File: config.mk
export PLATFORM = sky130hd
export DESIGN_NAME = serial_link_test_pattern_gen
export DESIGN_NICKNAME = d
export VERILOG_FILES = /design/src/tpg_pkg.sv /design/src/serial_link_test_pattern_gen.sv /design/src/prbs_source.sv
export SDC_FILE = /design/constraint.sdc
export NUM_CORES = 1
export LEC_CHECK = 0
export BUFFER_PORTS_ARGS = -buffer_cell sky130_fd_sc_hd__clkbuf_2
export CORE_MARGIN = 4
export CORE_UTILIZATION = 49
export DETAILED_ROUTE_END_ITERATION = 8
export PLACE_DENSITY_LB_ADDON = 0.25
export SYNTH_ARGS = -nofsm -noshare
export SYNTH_HDL_FRONTEND = slang
export SYNTH_SLANG_ARGS = --single-unit
File: constraint.sdc
create_clock -name mclk -period 2.6 [get_ports mclk]
set_input_delay 0.13 -clock mclk [delete_from_list [all_inputs] [get_ports mclk]]
set_output_delay 0.13 -clock mclk [all_outputs]
set_load 0.02 [all_outputs]
File: src/tpg_pkg.sv
package tpg_pkg;

   ////////////////////////////////////////////////////////////////////////////
   // register map
   localparam logic [15:0] ADDR_SOFT_RESET = 16'h0000;
   localparam logic [15:0] ADDR_USER_FIRST = 16'h0551;
   localparam logic [15:0] ADDR_USER_LAST  = 16'h0558;
   localparam logic [15:0] ADDR_TS_CTRL    = 16'h0571;
   localparam logic [15:0] ADDR_IF_CTRL    = 16'h0573;
   localparam logic [15:0] ADDR_STATUS     = 16'h057f;

   localparam logic [7:0]  SOFT_RESET_CODE = 8'h81;
   localparam logic [7:0]  CTRL_RESET      = 8'h00;
   localparam int          TS_TEST_BIT     = 5;
   localparam int          SEL_LSB         = 0;
   localparam int          SEL_MSB         = 3;
   localparam int          POINT_LSB       = 4;
   localparam int          POINT_MSB       = 5;
   localparam int          USER_BYTES      = 8;
   localparam int          USER_WORDS      = 4;

   ////////////////////////////////////////////////////////////////////////////
   // pattern selection and injection point
   typedef enum logic [3:0] {
      SEL_OFF         = 4'b0000,
      SEL_CHECKER     = 4'b0001,
      SEL_TOGGLE      = 4'b0010,
      SEL_PN31        = 4'b0011,
      SEL_PRBS_TWENTYTHREE_BIT        = 4'b0100,
      SEL_PN15        = 4'b0101,
      SEL_PN9         = 4'b0110,
      SEL_PN7         = 4'b0111,
      SEL_RAMP        = 4'b1000,
      SEL_USER_REPEAT = 4'b1110,
      SEL_USER_SINGLE = 4'b1111
   } pattern_sel_t;

   typedef enum logic [1:0] {
      POINT_SAMPLE = 2'b00,
      POINT_SYMBOL = 2'b01,
      POINT_OCTET  = 2'b10
   } inject_point_t;

   typedef enum logic {
      USER_RUN  = 1'b0,
      USER_DONE = 1'b1
   } user_state_t;

   ////////////////////////////////////////////////////////////////////////////
   // pattern constants and word widths
   localparam logic [15:0] CHECKER_EVEN = 16'h5555;
   localparam logic [15:0] CHECKER_ODD  = 16'haaaa;
   localparam logic [15:0] TOGGLE_EVEN  = 16'h0000;
   localparam logic [15:0] TOGGLE_ODD   = 16'hffff;
   localparam logic [4:0]  SAMPLE_BITS  = 5'h10;
   localparam logic [4:0]  SYMBOL_BITS  = 5'h0a;
   localparam logic [4:0]  OCTET_BITS   = 5'h08;
   localparam logic [3:0]  USER_SHIFT_SAMPLE = 4'h0;
   localparam logic [3:0]  USER_SHIFT_SYMBOL = 4'h6;
   localparam logic [3:0]  USER_SHIFT_OCTET  = 4'h9;

   // pseudo-random generators: order, feedback tap, seed
   localparam int          PN_COUNT = 5;
   localparam int          PN_ORDER [PN_COUNT] = '{31, 23, 15, 9, 7};
   localparam int          PN_TAP   [PN_COUNT] = '{28, 18, 14, 5, 6};
   localparam logic [31:0] PN_SEED  [PN_COUNT] = '{32'h0003afff, 32'h00003aff, 32'h000003af,
                                                   32'h00000092, 32'h00000007};

   ////////////////////////////////////////////////////////////////////////////
   // carriers
   typedef struct packed {
      logic [15:0] addr;
      logic [7:0]  wdata;
      logic        wr;
      logic        rd;
   } reg_req_t;

   typedef struct packed {
      logic        valid;
      logic        frame_end;
      logic [15:0] data;
   } sample_beat_t;

   typedef struct packed {
      logic        valid;
      logic [9:0]  data;
   } symbol_beat_t;

   typedef struct packed {
      logic        valid;
      logic [7:0]  data;
   } octet_beat_t;

endpackage : tpg_pkg

File: src/serial_link_test_pattern_gen.sv
`timescale 1ns/1ps
// Function
// - with the transport sample test bit set the sample path carries the raw converter samples.
// - a 4-bit select field in the interface test control picks the pattern, 0000 meaning off and default.
// - a 2-bit point field places the pattern at samples (00), 10-bit symbols (01) or octets (10).
// - at sample injection every sample of a frame gets one value and the pattern steps once per frame.
// - select 0011 gives the 31-bit sequence x^31+x^28+1 seeded 0x0003AFFF.
// - select 0100 gives the 23-bit sequence x^23+x^18+1 seeded 0x003AFF.
// - selects 0101, 0110, 0111 give the 15-, 9- and 7-bit sequences with their listed seeds.
// - select 1000 gives a ramp stepping by one per word, wrapping at the word width of the point.
// - select 1110 repeats user words one to four forever.
// - select 1111 sends user words one to four once and then zeros.
// - the four 16-bit user words come from the registers at 0x0551 to 0x0558.
// - at sample injection each user word goes out with all 16 bits, one word per frame.
// - at symbol injection the pattern steps per symbol, using user bits 15:6 and 10-bit constants.
// - at octet injection the pattern steps per octet, using user bits 15:9 and 8-bit constants.
module serial_link_test_pattern_gen import tpg_pkg::*; (
   input  wire logic         mclk,
   input  wire logic         reset,
   input  wire reg_req_t     reg_req,
   output logic       [7:0]  reg_rdata,
   input  wire sample_beat_t sample_in,
   input  wire symbol_beat_t symbol_in,
   input  wire octet_beat_t  octet_in,
   output sample_beat_t      sample_out,
   output symbol_beat_t      symbol_out,
   output octet_beat_t       octet_out
);

   ////////////////////////////////////////////////////////////////////////////
   // declarations
   logic [7:0]    user_byte_reg [USER_BYTES];
   logic [15:0]   user_word [USER_WORDS];
   logic [7:0]    ts_ctrl_reg;
   logic [7:0]    if_ctrl_reg;
   logic [5:0]    cfg_prev_reg;
   logic          soft_reset_reg;
   logic [7:0]    rdata_reg;
   logic [7:0]    rdata_next;
   logic          clr;
   pattern_sel_t  sel;
   inject_point_t point;
   logic          ts_test;
   logic          test_on;
   logic          pattern_active;
   logic          restart;
   logic          advance;
   logic [4:0]    step_bits;
   logic          phase_reg;
   logic [15:0]   ramp_reg;
   logic [1:0]    user_idx_reg;
   user_state_t   user_state_reg;
   logic [15:0]   user_word_sel;
   logic [15:0]   pn_bits [PN_COUNT];
   logic [15:0]   pattern;
   sample_beat_t  sample_reg;
   symbol_beat_t  symbol_reg;
   octet_beat_t   octet_reg;

   ////////////////////////////////////////////////////////////////////////////
   // helpers

   // word width of an injection point
   function automatic logic [4:0] width_of(input inject_point_t p);
      case (p)
         POINT_SAMPLE: width_of = SAMPLE_BITS;
         POINT_SYMBOL: width_of = SYMBOL_BITS;
         POINT_OCTET:  width_of = OCTET_BITS;
         default:      width_of = SAMPLE_BITS;
      endcase
   endfunction : width_of

   // right-align the top bits of a 16-bit word
   function automatic logic [15:0] take_top(input logic [15:0] w, input logic [3:0] sh);
      take_top = w >> sh;
   endfunction : take_top

   ////////////////////////////////////////////////////////////////////////////
   // register file

   assign clr     = reset | soft_reset_reg;
   assign sel     = pattern_sel_t'(if_ctrl_reg[SEL_MSB:SEL_LSB]);
   assign point   = inject_point_t'(if_ctrl_reg[POINT_MSB:POINT_LSB]);
   assign ts_test = ts_ctrl_reg[TS_TEST_BIT];

   // soft reset strobe, clears itself the next cycle
   always_ff @(posedge mclk) begin
      if (reset) begin
         soft_reset_reg <= 1'b0;
      end else begin
         soft_reset_reg <= reg_req.wr && reg_req.addr == ADDR_SOFT_RESET
                           && reg_req.wdata == SOFT_RESET_CODE;
      end
   end

   // control registers, defaults after either reset
   always_ff @(posedge mclk) begin
      if (clr) begin
         ts_ctrl_reg <= CTRL_RESET;
         if_ctrl_reg <= CTRL_RESET;
      end else if (reg_req.wr) begin
         if (reg_req.addr == ADDR_TS_CTRL) begin
            ts_ctrl_reg <= reg_req.wdata;
         end
         if (reg_req.addr == ADDR_IF_CTRL) begin
            if_ctrl_reg <= reg_req.wdata;
         end
      end
   end

   // user pattern bytes, low byte at the lower address
   generate
      for (genvar b = 0; b < USER_BYTES; b++) begin : g_user
         always_ff @(posedge mclk) begin
            if (clr) begin
               user_byte_reg[b] <= CTRL_RESET;
            end else if (reg_req.wr && reg_req.addr == ADDR_USER_FIRST + 16'(b)) begin
               user_byte_reg[b] <= reg_req.wdata;
            end
         end
      end
      for (genvar w = 0; w < USER_WORDS; w++) begin : g_word
         assign user_word[w] = {user_byte_reg[2*w+1], user_byte_reg[2*w]};
      end
   endgenerate

   // read decode, unmapped addresses read zero
   always_comb begin
      rdata_next = 8'h00;
      if (reg_req.addr >= ADDR_USER_FIRST && reg_req.addr <= ADDR_USER_LAST) begin
         rdata_next = user_byte_reg[3'(reg_req.addr - ADDR_USER_FIRST)];
      end else if (reg_req.addr == ADDR_TS_CTRL) begin
         rdata_next = ts_ctrl_reg;
      end else if (reg_req.addr == ADDR_IF_CTRL) begin
         rdata_next = if_ctrl_reg;
      end else if (reg_req.addr == ADDR_STATUS) begin
         rdata_next = {3'h0, user_state_reg == USER_DONE, user_idx_reg, phase_reg, test_on};
      end
   end

   // read data stands only in the cycle after the strobe
   always_ff @(posedge mclk) begin
      if (reset) begin
         rdata_reg <= 8'h00;
      end else begin
         rdata_reg <= reg_req.rd ? rdata_next : 8'h00;
      end
   end

   ////////////////////////////////////////////////////////////////////////////
   // sequencing

   assign test_on = sel != SEL_OFF;

   // only defined codes count as a pattern; others leave data alone
   always_comb begin
      case (sel)
         SEL_CHECKER, SEL_TOGGLE, SEL_PN31, SEL_PRBS_TWENTYTHREE_BIT, SEL_PN15, SEL_PN9, SEL_PN7,
         SEL_RAMP, SEL_USER_REPEAT, SEL_USER_SINGLE: pattern_active = 1'b1;
         default:                                   pattern_active = 1'b0;
      endcase
   end

   // any change of select or point starts the pattern over
   always_ff @(posedge mclk) begin
      if (clr) begin
         cfg_prev_reg <= 6'h00;
      end else begin
         cfg_prev_reg <= if_ctrl_reg[POINT_MSB:SEL_LSB];
      end
   end
   assign restart = !pattern_active || (if_ctrl_reg[POINT_MSB:SEL_LSB] != cfg_prev_reg);

   // one step per frame, symbol or octet
   always_comb begin
      case (point)
         POINT_SAMPLE: advance = sample_in.valid && sample_in.frame_end && !ts_test;
         POINT_SYMBOL: advance = symbol_in.valid;
         POINT_OCTET:  advance = octet_in.valid;
         default:      advance = 1'b0;
      endcase
   end
   assign step_bits = width_of(point);

   // alternation phase for checkerboard and toggle
   always_ff @(posedge mclk) begin
      if (clr || restart) begin
         phase_reg <= 1'b0;
      end else if (advance) begin
         phase_reg <= !phase_reg;
      end
   end

   // ramp; low bits wrap at the point's word width
   always_ff @(posedge mclk) begin
      if (clr || restart) begin
         ramp_reg <= 16'h0000;
      end else if (advance) begin
         ramp_reg <= ramp_reg + 16'h0001;
      end
   end

   // user word index and single-shot state
   always_ff @(posedge mclk) begin
      if (clr || restart) begin
         user_idx_reg   <= 2'h0;
         user_state_reg <= USER_RUN;
      end else if (advance) begin
         user_idx_reg <= user_idx_reg + 2'h1;
         case (user_state_reg)
            USER_RUN: begin
               if (sel == SEL_USER_SINGLE && user_idx_reg == 2'h3) begin
                  user_state_reg <= USER_DONE;
               end
            end
            USER_DONE: user_state_reg <= USER_DONE;
            default:   user_state_reg <= USER_RUN;
         endcase
      end
   end

   // pseudo-random sources, all stepped alike
   generate
      for (genvar g = 0; g < PN_COUNT; g++) begin : g_pn
         prbs_source #(
            .ORDER (PN_ORDER[g]),
            .TAP   (PN_TAP[g]),
            .SEED  (PN_SEED[g])
         ) u_pn (
            .mclk      (mclk),
            .reset     (clr),
            .restart   (restart),
            .advance   (advance),
            .step_bits (step_bits),
            .bits_out  (pn_bits[g])
         );
      end
   endgenerate

   ////////////////////////////////////////////////////////////////////////////
   // pattern word, right-aligned to the point's width
   assign user_word_sel = user_word[user_idx_reg];

   always_comb begin
      logic [3:0] user_sh;
      logic [3:0] pn_sh;
      user_sh = (point == POINT_SYMBOL) ? USER_SHIFT_SYMBOL :
                (point == POINT_OCTET)  ? USER_SHIFT_OCTET : USER_SHIFT_SAMPLE;
      pn_sh   = 4'(SAMPLE_BITS - step_bits);
      case (sel)
         SEL_CHECKER:     pattern = phase_reg ? CHECKER_ODD : CHECKER_EVEN;
         SEL_TOGGLE:      pattern = phase_reg ? TOGGLE_ODD : TOGGLE_EVEN;
         SEL_PN31:        pattern = take_top(pn_bits[0], pn_sh);
         SEL_PRBS_TWENTYTHREE_BIT:        pattern = take_top(pn_bits[1], pn_sh);
         SEL_PN15:        pattern = take_top(pn_bits[2], pn_sh);
         SEL_PN9:         pattern = take_top(pn_bits[3], pn_sh);
         SEL_PN7:         pattern = take_top(pn_bits[4], pn_sh);
         SEL_RAMP:        pattern = ramp_reg;
         SEL_USER_REPEAT: pattern = take_top(user_word_sel, user_sh);
         SEL_USER_SINGLE: pattern = (user_state_reg == USER_DONE) ? 16'h0000
                                    : take_top(user_word_sel, user_sh);
         default:         pattern = 16'h0000;
      endcase
   end

   ////////////////////////////////////////////////////////////////////////////
   // output stages, one cycle of latency on every path

   // sample path; transport test passes raw samples
   always_ff @(posedge mclk) begin
      if (reset) begin
         sample_reg <= '0;
      end else begin
         sample_reg.valid     <= sample_in.valid;
         sample_reg.frame_end <= sample_in.frame_end;
         if (pattern_active && point == POINT_SAMPLE && !ts_test) begin
            sample_reg.data <= pattern;
         end else begin
            sample_reg.data <= sample_in.data;
         end
      end
   end

   // symbol path
   always_ff @(posedge mclk) begin
      if (reset) begin
         symbol_reg <= '0;
      end else begin
         symbol_reg.valid <= symbol_in.valid;
         symbol_reg.data  <= (pattern_active && point == POINT_SYMBOL) ? pattern[9:0]
                                                                       : symbol_in.data;
      end
   end

   // octet path
   always_ff @(posedge mclk) begin
      if (reset) begin
         octet_reg <= '0;
      end else begin
         octet_reg.valid <= octet_in.valid;
         octet_reg.data  <= (pattern_active && point == POINT_OCTET) ? pattern[7:0]
                                                                     : octet_in.data;
      end
   end

   assign reg_rdata  = rdata_reg;
   assign sample_out = sample_reg;
   assign symbol_out = symbol_reg;
   assign octet_out  = octet_reg;
endmodule : serial_link_test_pattern_gen

File: src/prbs_source.sv
`timescale 1ns/1ps
module prbs_source import tpg_pkg::*; #(
   parameter int          ORDER = 9,
   parameter int          TAP   = 5,
   parameter logic [31:0] SEED  = 32'h00000092
) (
   input  wire logic        mclk,
   input  wire logic        reset,
   input  wire logic        restart,
   input  wire logic        advance,
   input  wire logic [4:0]  step_bits,
   output logic      [15:0] bits_out
);

   logic [ORDER-1:0] state_reg;
   logic [ORDER-1:0] state_next;

   // next sixteen serial bits, msb first; state moves by step_bits
   always_comb begin
      logic [ORDER-1:0] st;
      logic             nb;
      st         = state_reg;
      nb         = 1'b0;
      state_next = state_reg;
      bits_out   = '0;
      for (int i = 0; i < 16; i++) begin
         nb            = st[ORDER-1] ^ st[TAP-1];
         bits_out[15-i] = nb;
         st            = {st[ORDER-2:0], nb};
         if (5'(i + 1) == step_bits) begin
            state_next = st;
         end
      end
   end

   // seed on restart, step per output word
   always_ff @(posedge mclk) begin
      if (reset || restart) begin
         state_reg <= SEED[ORDER-1:0];
      end else if (advance) begin
         state_reg <= state_next;
      end
   end
endmodule : prbs_source

==> summary.txt <==
Synthesis
  – Dominant cell type by area after synthesis: dfxtp_1
  – Top cells by area, synth: dfxtp_1 (23%), edfxtp_1 (13%), mux2i_1 (5.9%)
  – #FFs+latches synth: 239
  – Top cell type's share of synthesized area: 0.2287
  – Syn Inst Count: 1743
  – Syn_nets: 1821
  – Async S/R FF share, synth: 0
  – Commonest cells post-synth: nor2_1 (198), nand2_1 (197), dfxtp_1 (175), clkbuf_1 (113), mux2i_1 (91)
  – Sequential-to-total area share from yosys stat: 0.3542
  – Post-synth EDFFs: 64
  – Synth warn: 0
  – Netlist Area Pre-Place: 15320 um^2
  – Synth Flop Type: dfxtp_1
  – Most frequent cell after synthesis: nor2_1
  – Average cell area after synthesis: 8.788 um^2
  – Synth cell types: 90

Setup path
  – Worst Path Buf+Inv: 5
  – Req. time, crit path: 3.09 ns
  – Worst setup EP type: register
  – Reg-to-reg startpoint: if_ctrl_reg[4]
  – Critical Path, Cell by Cell: dlygate4sd3_1 > clkbuf_2 > nor4_2 > dlygate4sd3_1 > nand4_1 > dlygate4sd3_1 > nor2_1 > dlygate4sd3_1
  – R2r endpoint: sample_out[6]
  – CP peak stage delay: 0.60 ns
  – Critical Path Source Type: primary input
  – Worst path arrival time: 2.99 ns
  – Slowest CP cell: dlygate4sd3_1
  – Reg2reg path depth: 8
  – Crit path max-delay family: buffers and inverters
  – Most used cell, CP: dlygate4sd3_1
  – Reg2reg setup slack: 0.13 ns
  – Worst Setup Path Type: in2reg
  – CP Max Fanout: 2

Timing
  – Achievable frequency: 399.7 MHz
  – Skew final: 0.01570 ns
  – Endpoints failing setup: 0
  – TNS Setup: 0 ns
  – Normalized max-slew margin: 0.4681
  – Hold Violations, Final: 0
  – Worst slew pin tran: 0.7978 ns
  – Unrepaired setup endpoints after global routing: false
  – Min Clock Period, post-route: 2.502 ns
  – Tcrit/Tclk final: 0.9622
  – Fin. max-slew vios: 0

Floorplan
  – Core footprint: 30750 um^2
  – Boundary pin count: 112
  – Die width: 184.8 um
  – Starting Density: 0.4981
  – Die Area: 34150 um^2
  – Die Y-Extent: 184.8 um
  – Row Count: 64

Pwr
  – Max VDD drop: 513.8 uV
  – PwrDens: 473.1 nW/um^2
  – Leak: 6.657 nW

Detailed routing
  – Post-DRT Antenna Nets: 0
  – Via count: 13960
  – Vias/cell: 6.156
  – Drt wl/cell: 21.43 um
  – DRT Pass-1 Iters: 7
  – DRC violations left: 0
  – Total wire length: 48590 um
  – DR iter-0 viols: 1610

Clocking
  – Worst-path clk slew: 0.06 ns
  – Skew-Pair Late Insertion Delay: 0.55 ns
  – H-tree depth: 1
  – Num CTS Buffers: 27
  – CTS max path bufs: 3
  – Root buf cell: clkbuf_16
  – TritonCTS clock tree: done
  – Clock Sinks: 239

Placed design
  – Dpl cells: 2167
  – Routability cong.: 0.9291
  – Final HPWL DP: 34170 um
  – PortBufs: 111

Finish
  – Share of layout cells above drive strength 1: 0.1833
  – Area delta synth->final: 17.24%
  – # diodes: 0
  – Final nets: 1929
  – Layout Cells excl Fill: 2267
  – Max FFs per register: 85

Global route
  – Initial antenna violation count: 0
  – Gr ovfl total: 0
  – Largest net degree at the start of global routing: 96
  – First-pass GRT wire length: 75490 um
  – GRT Util Overall: 0.2761
  – Vias in the first global route: 13250

Hold path
  – Hold Crit Depth: 3
  – WHS Endpoint: ts_ctrl_reg[6]
  – Hold WC Path Type: in2reg
  – Hold wc startpoint: reg_req[8]

Status
  – Status: completed

Flow run
  – Max-cap violations: 0
[worst reg2reg max path, stage by stage (launching register included)]
cell and delay, ns:
dfxtp_1 0.31, inv_1 0.19, ha_4 0.23, mux4_2 0.30, a2111oi_1 0.51, buf_4 0.21, o311ai_1 0.11, o22ai_1 0.33
a211oi_1 0.15
[logic make-up (layout without fill, tap and decap cells)]
group	after synthesis	in the layout	share of synthesized area
xor gates and xnor gates	117	117	0.07711
adders and majority gates	12	12	0.009802
AOI/OAI and AO/OA	407	407	0.1841
DFF	239	239	0.3542
buffers and inverters	197	325	0.05555
and+or+nand+nor	630	630	0.1936
muxes	141	141	0.1256
[per-layer routing]
layer / GRT usage / vias to the layer above / wire length (um)
met4: 0.08867 / 0 / 1665
met1: 0.3920 / 6688 / 20860
met2: 0.4332 / 661 / 21950
li1: - / 6501 / -
met3: 0.04595 / 106 / 4112
met5: 0 / - / 0
[timing repair]
action / CTS / global route
resized for setup: 0 / 7
hold buffers: 49 / 0
setup endpoints to repair: 0 / 10
hold endpoints to repair: 50 / 0
buffers inserted: 0 / 4
[cell usage in the layout (no fill, tap or decap), types with 6 or more instances in the layout]
cell           synthesis  final
a211oi_1              61     61
a21oi_1               78     78
a22o_1                 6      6
a31oi_1                6      6
and2_1                74     74
and3_1                12     12
buf_12                 0     11
buf_4                  6     92
clkbuf_16              0     27
clkbuf_2               2    112
dfxtp_1              175    174
dlygate4sd3_1          0     47
edfxtp_1              64     64
ha_1                  12      9
inv_1                 12     12
mux2_2                10     10
mux2i_1               91     91
mux4_2                40     40
nand2_1              197    197
nand2b_1               8      8
nand3_1               57     56
nand3b_1              10     10
nand4_1                6      6
nor2_1               198    198
nor2b_1                8      8
nor3_1                18     17
o211ai_1              78     78
o21ai_0               67     67
o221ai_1               9      9
o22ai_1               13     13
o311ai_0              21     21
or3_1                  7      7
xnor2_1               36     36
xnor3_1                8      8
xor2_1                70     70
[worst max-delay path by stage]
stage,start,end,slack (ns),depth (start not counted)
final,reg_req[18],soft_reset_reg,0.1,8
after global routing,if_ctrl_reg[4],sample_out[6],0.02,8
after global placement,if_ctrl_reg[4],sample_out[6],0.10,8
after detailed placement,if_ctrl_reg[4],octet_out[6],0.10,8
after CTS,reg_req[6],soft_reset_reg,0.05,8
after floorplan,reg_req[10],reg_rdata[3],0.13,10
[power by group]
part	internal (mW)	switching (mW)
clock network	2.34	1.60
logic	0.273	0.345
registers	3.90	0.0459
total	6.51	1.99
[layout make-up]
| cell class | count | area, um^2 |
|---|---|---|
| multi-input cells | 1307 | 9121 |
| repair buffers | 261 | 1952 |
| flip-flops and latches | 239 | 5426 |
| well taps | 396 | 495.5 |
| clock buffers | 37 | 757.0 |
| inverters | 15 | 56.30 |
| clock inverters | 12 | 150.1 |
| fillers | 2678 | 12790 |
[through the flow]
stage / power [mW] / worst slack, ns / area [um^2] / hold WS [ns] / utilization
final: 8.496 / 0.09829 / 17960 / 0.01749 / 0.5840
after CTS: 8.529 / 0.05422 / 17910 / 0.008245 / 0.5826
after global placement: 4.564 / 0.1040 / 16520 / 0.3719 / 0.5371
after floorplan: 4.334 / 0.1298 / 15320 / 0.2582 / -
after global routing: 8.760 / 0.02423 / 17960 / 0.03983 / 0.5840
after detailed placement: 4.575 / 0.1006 / 16520 / 0.3789 / 0.5371
Note: power is estimated with default switching activity, not from simulation.
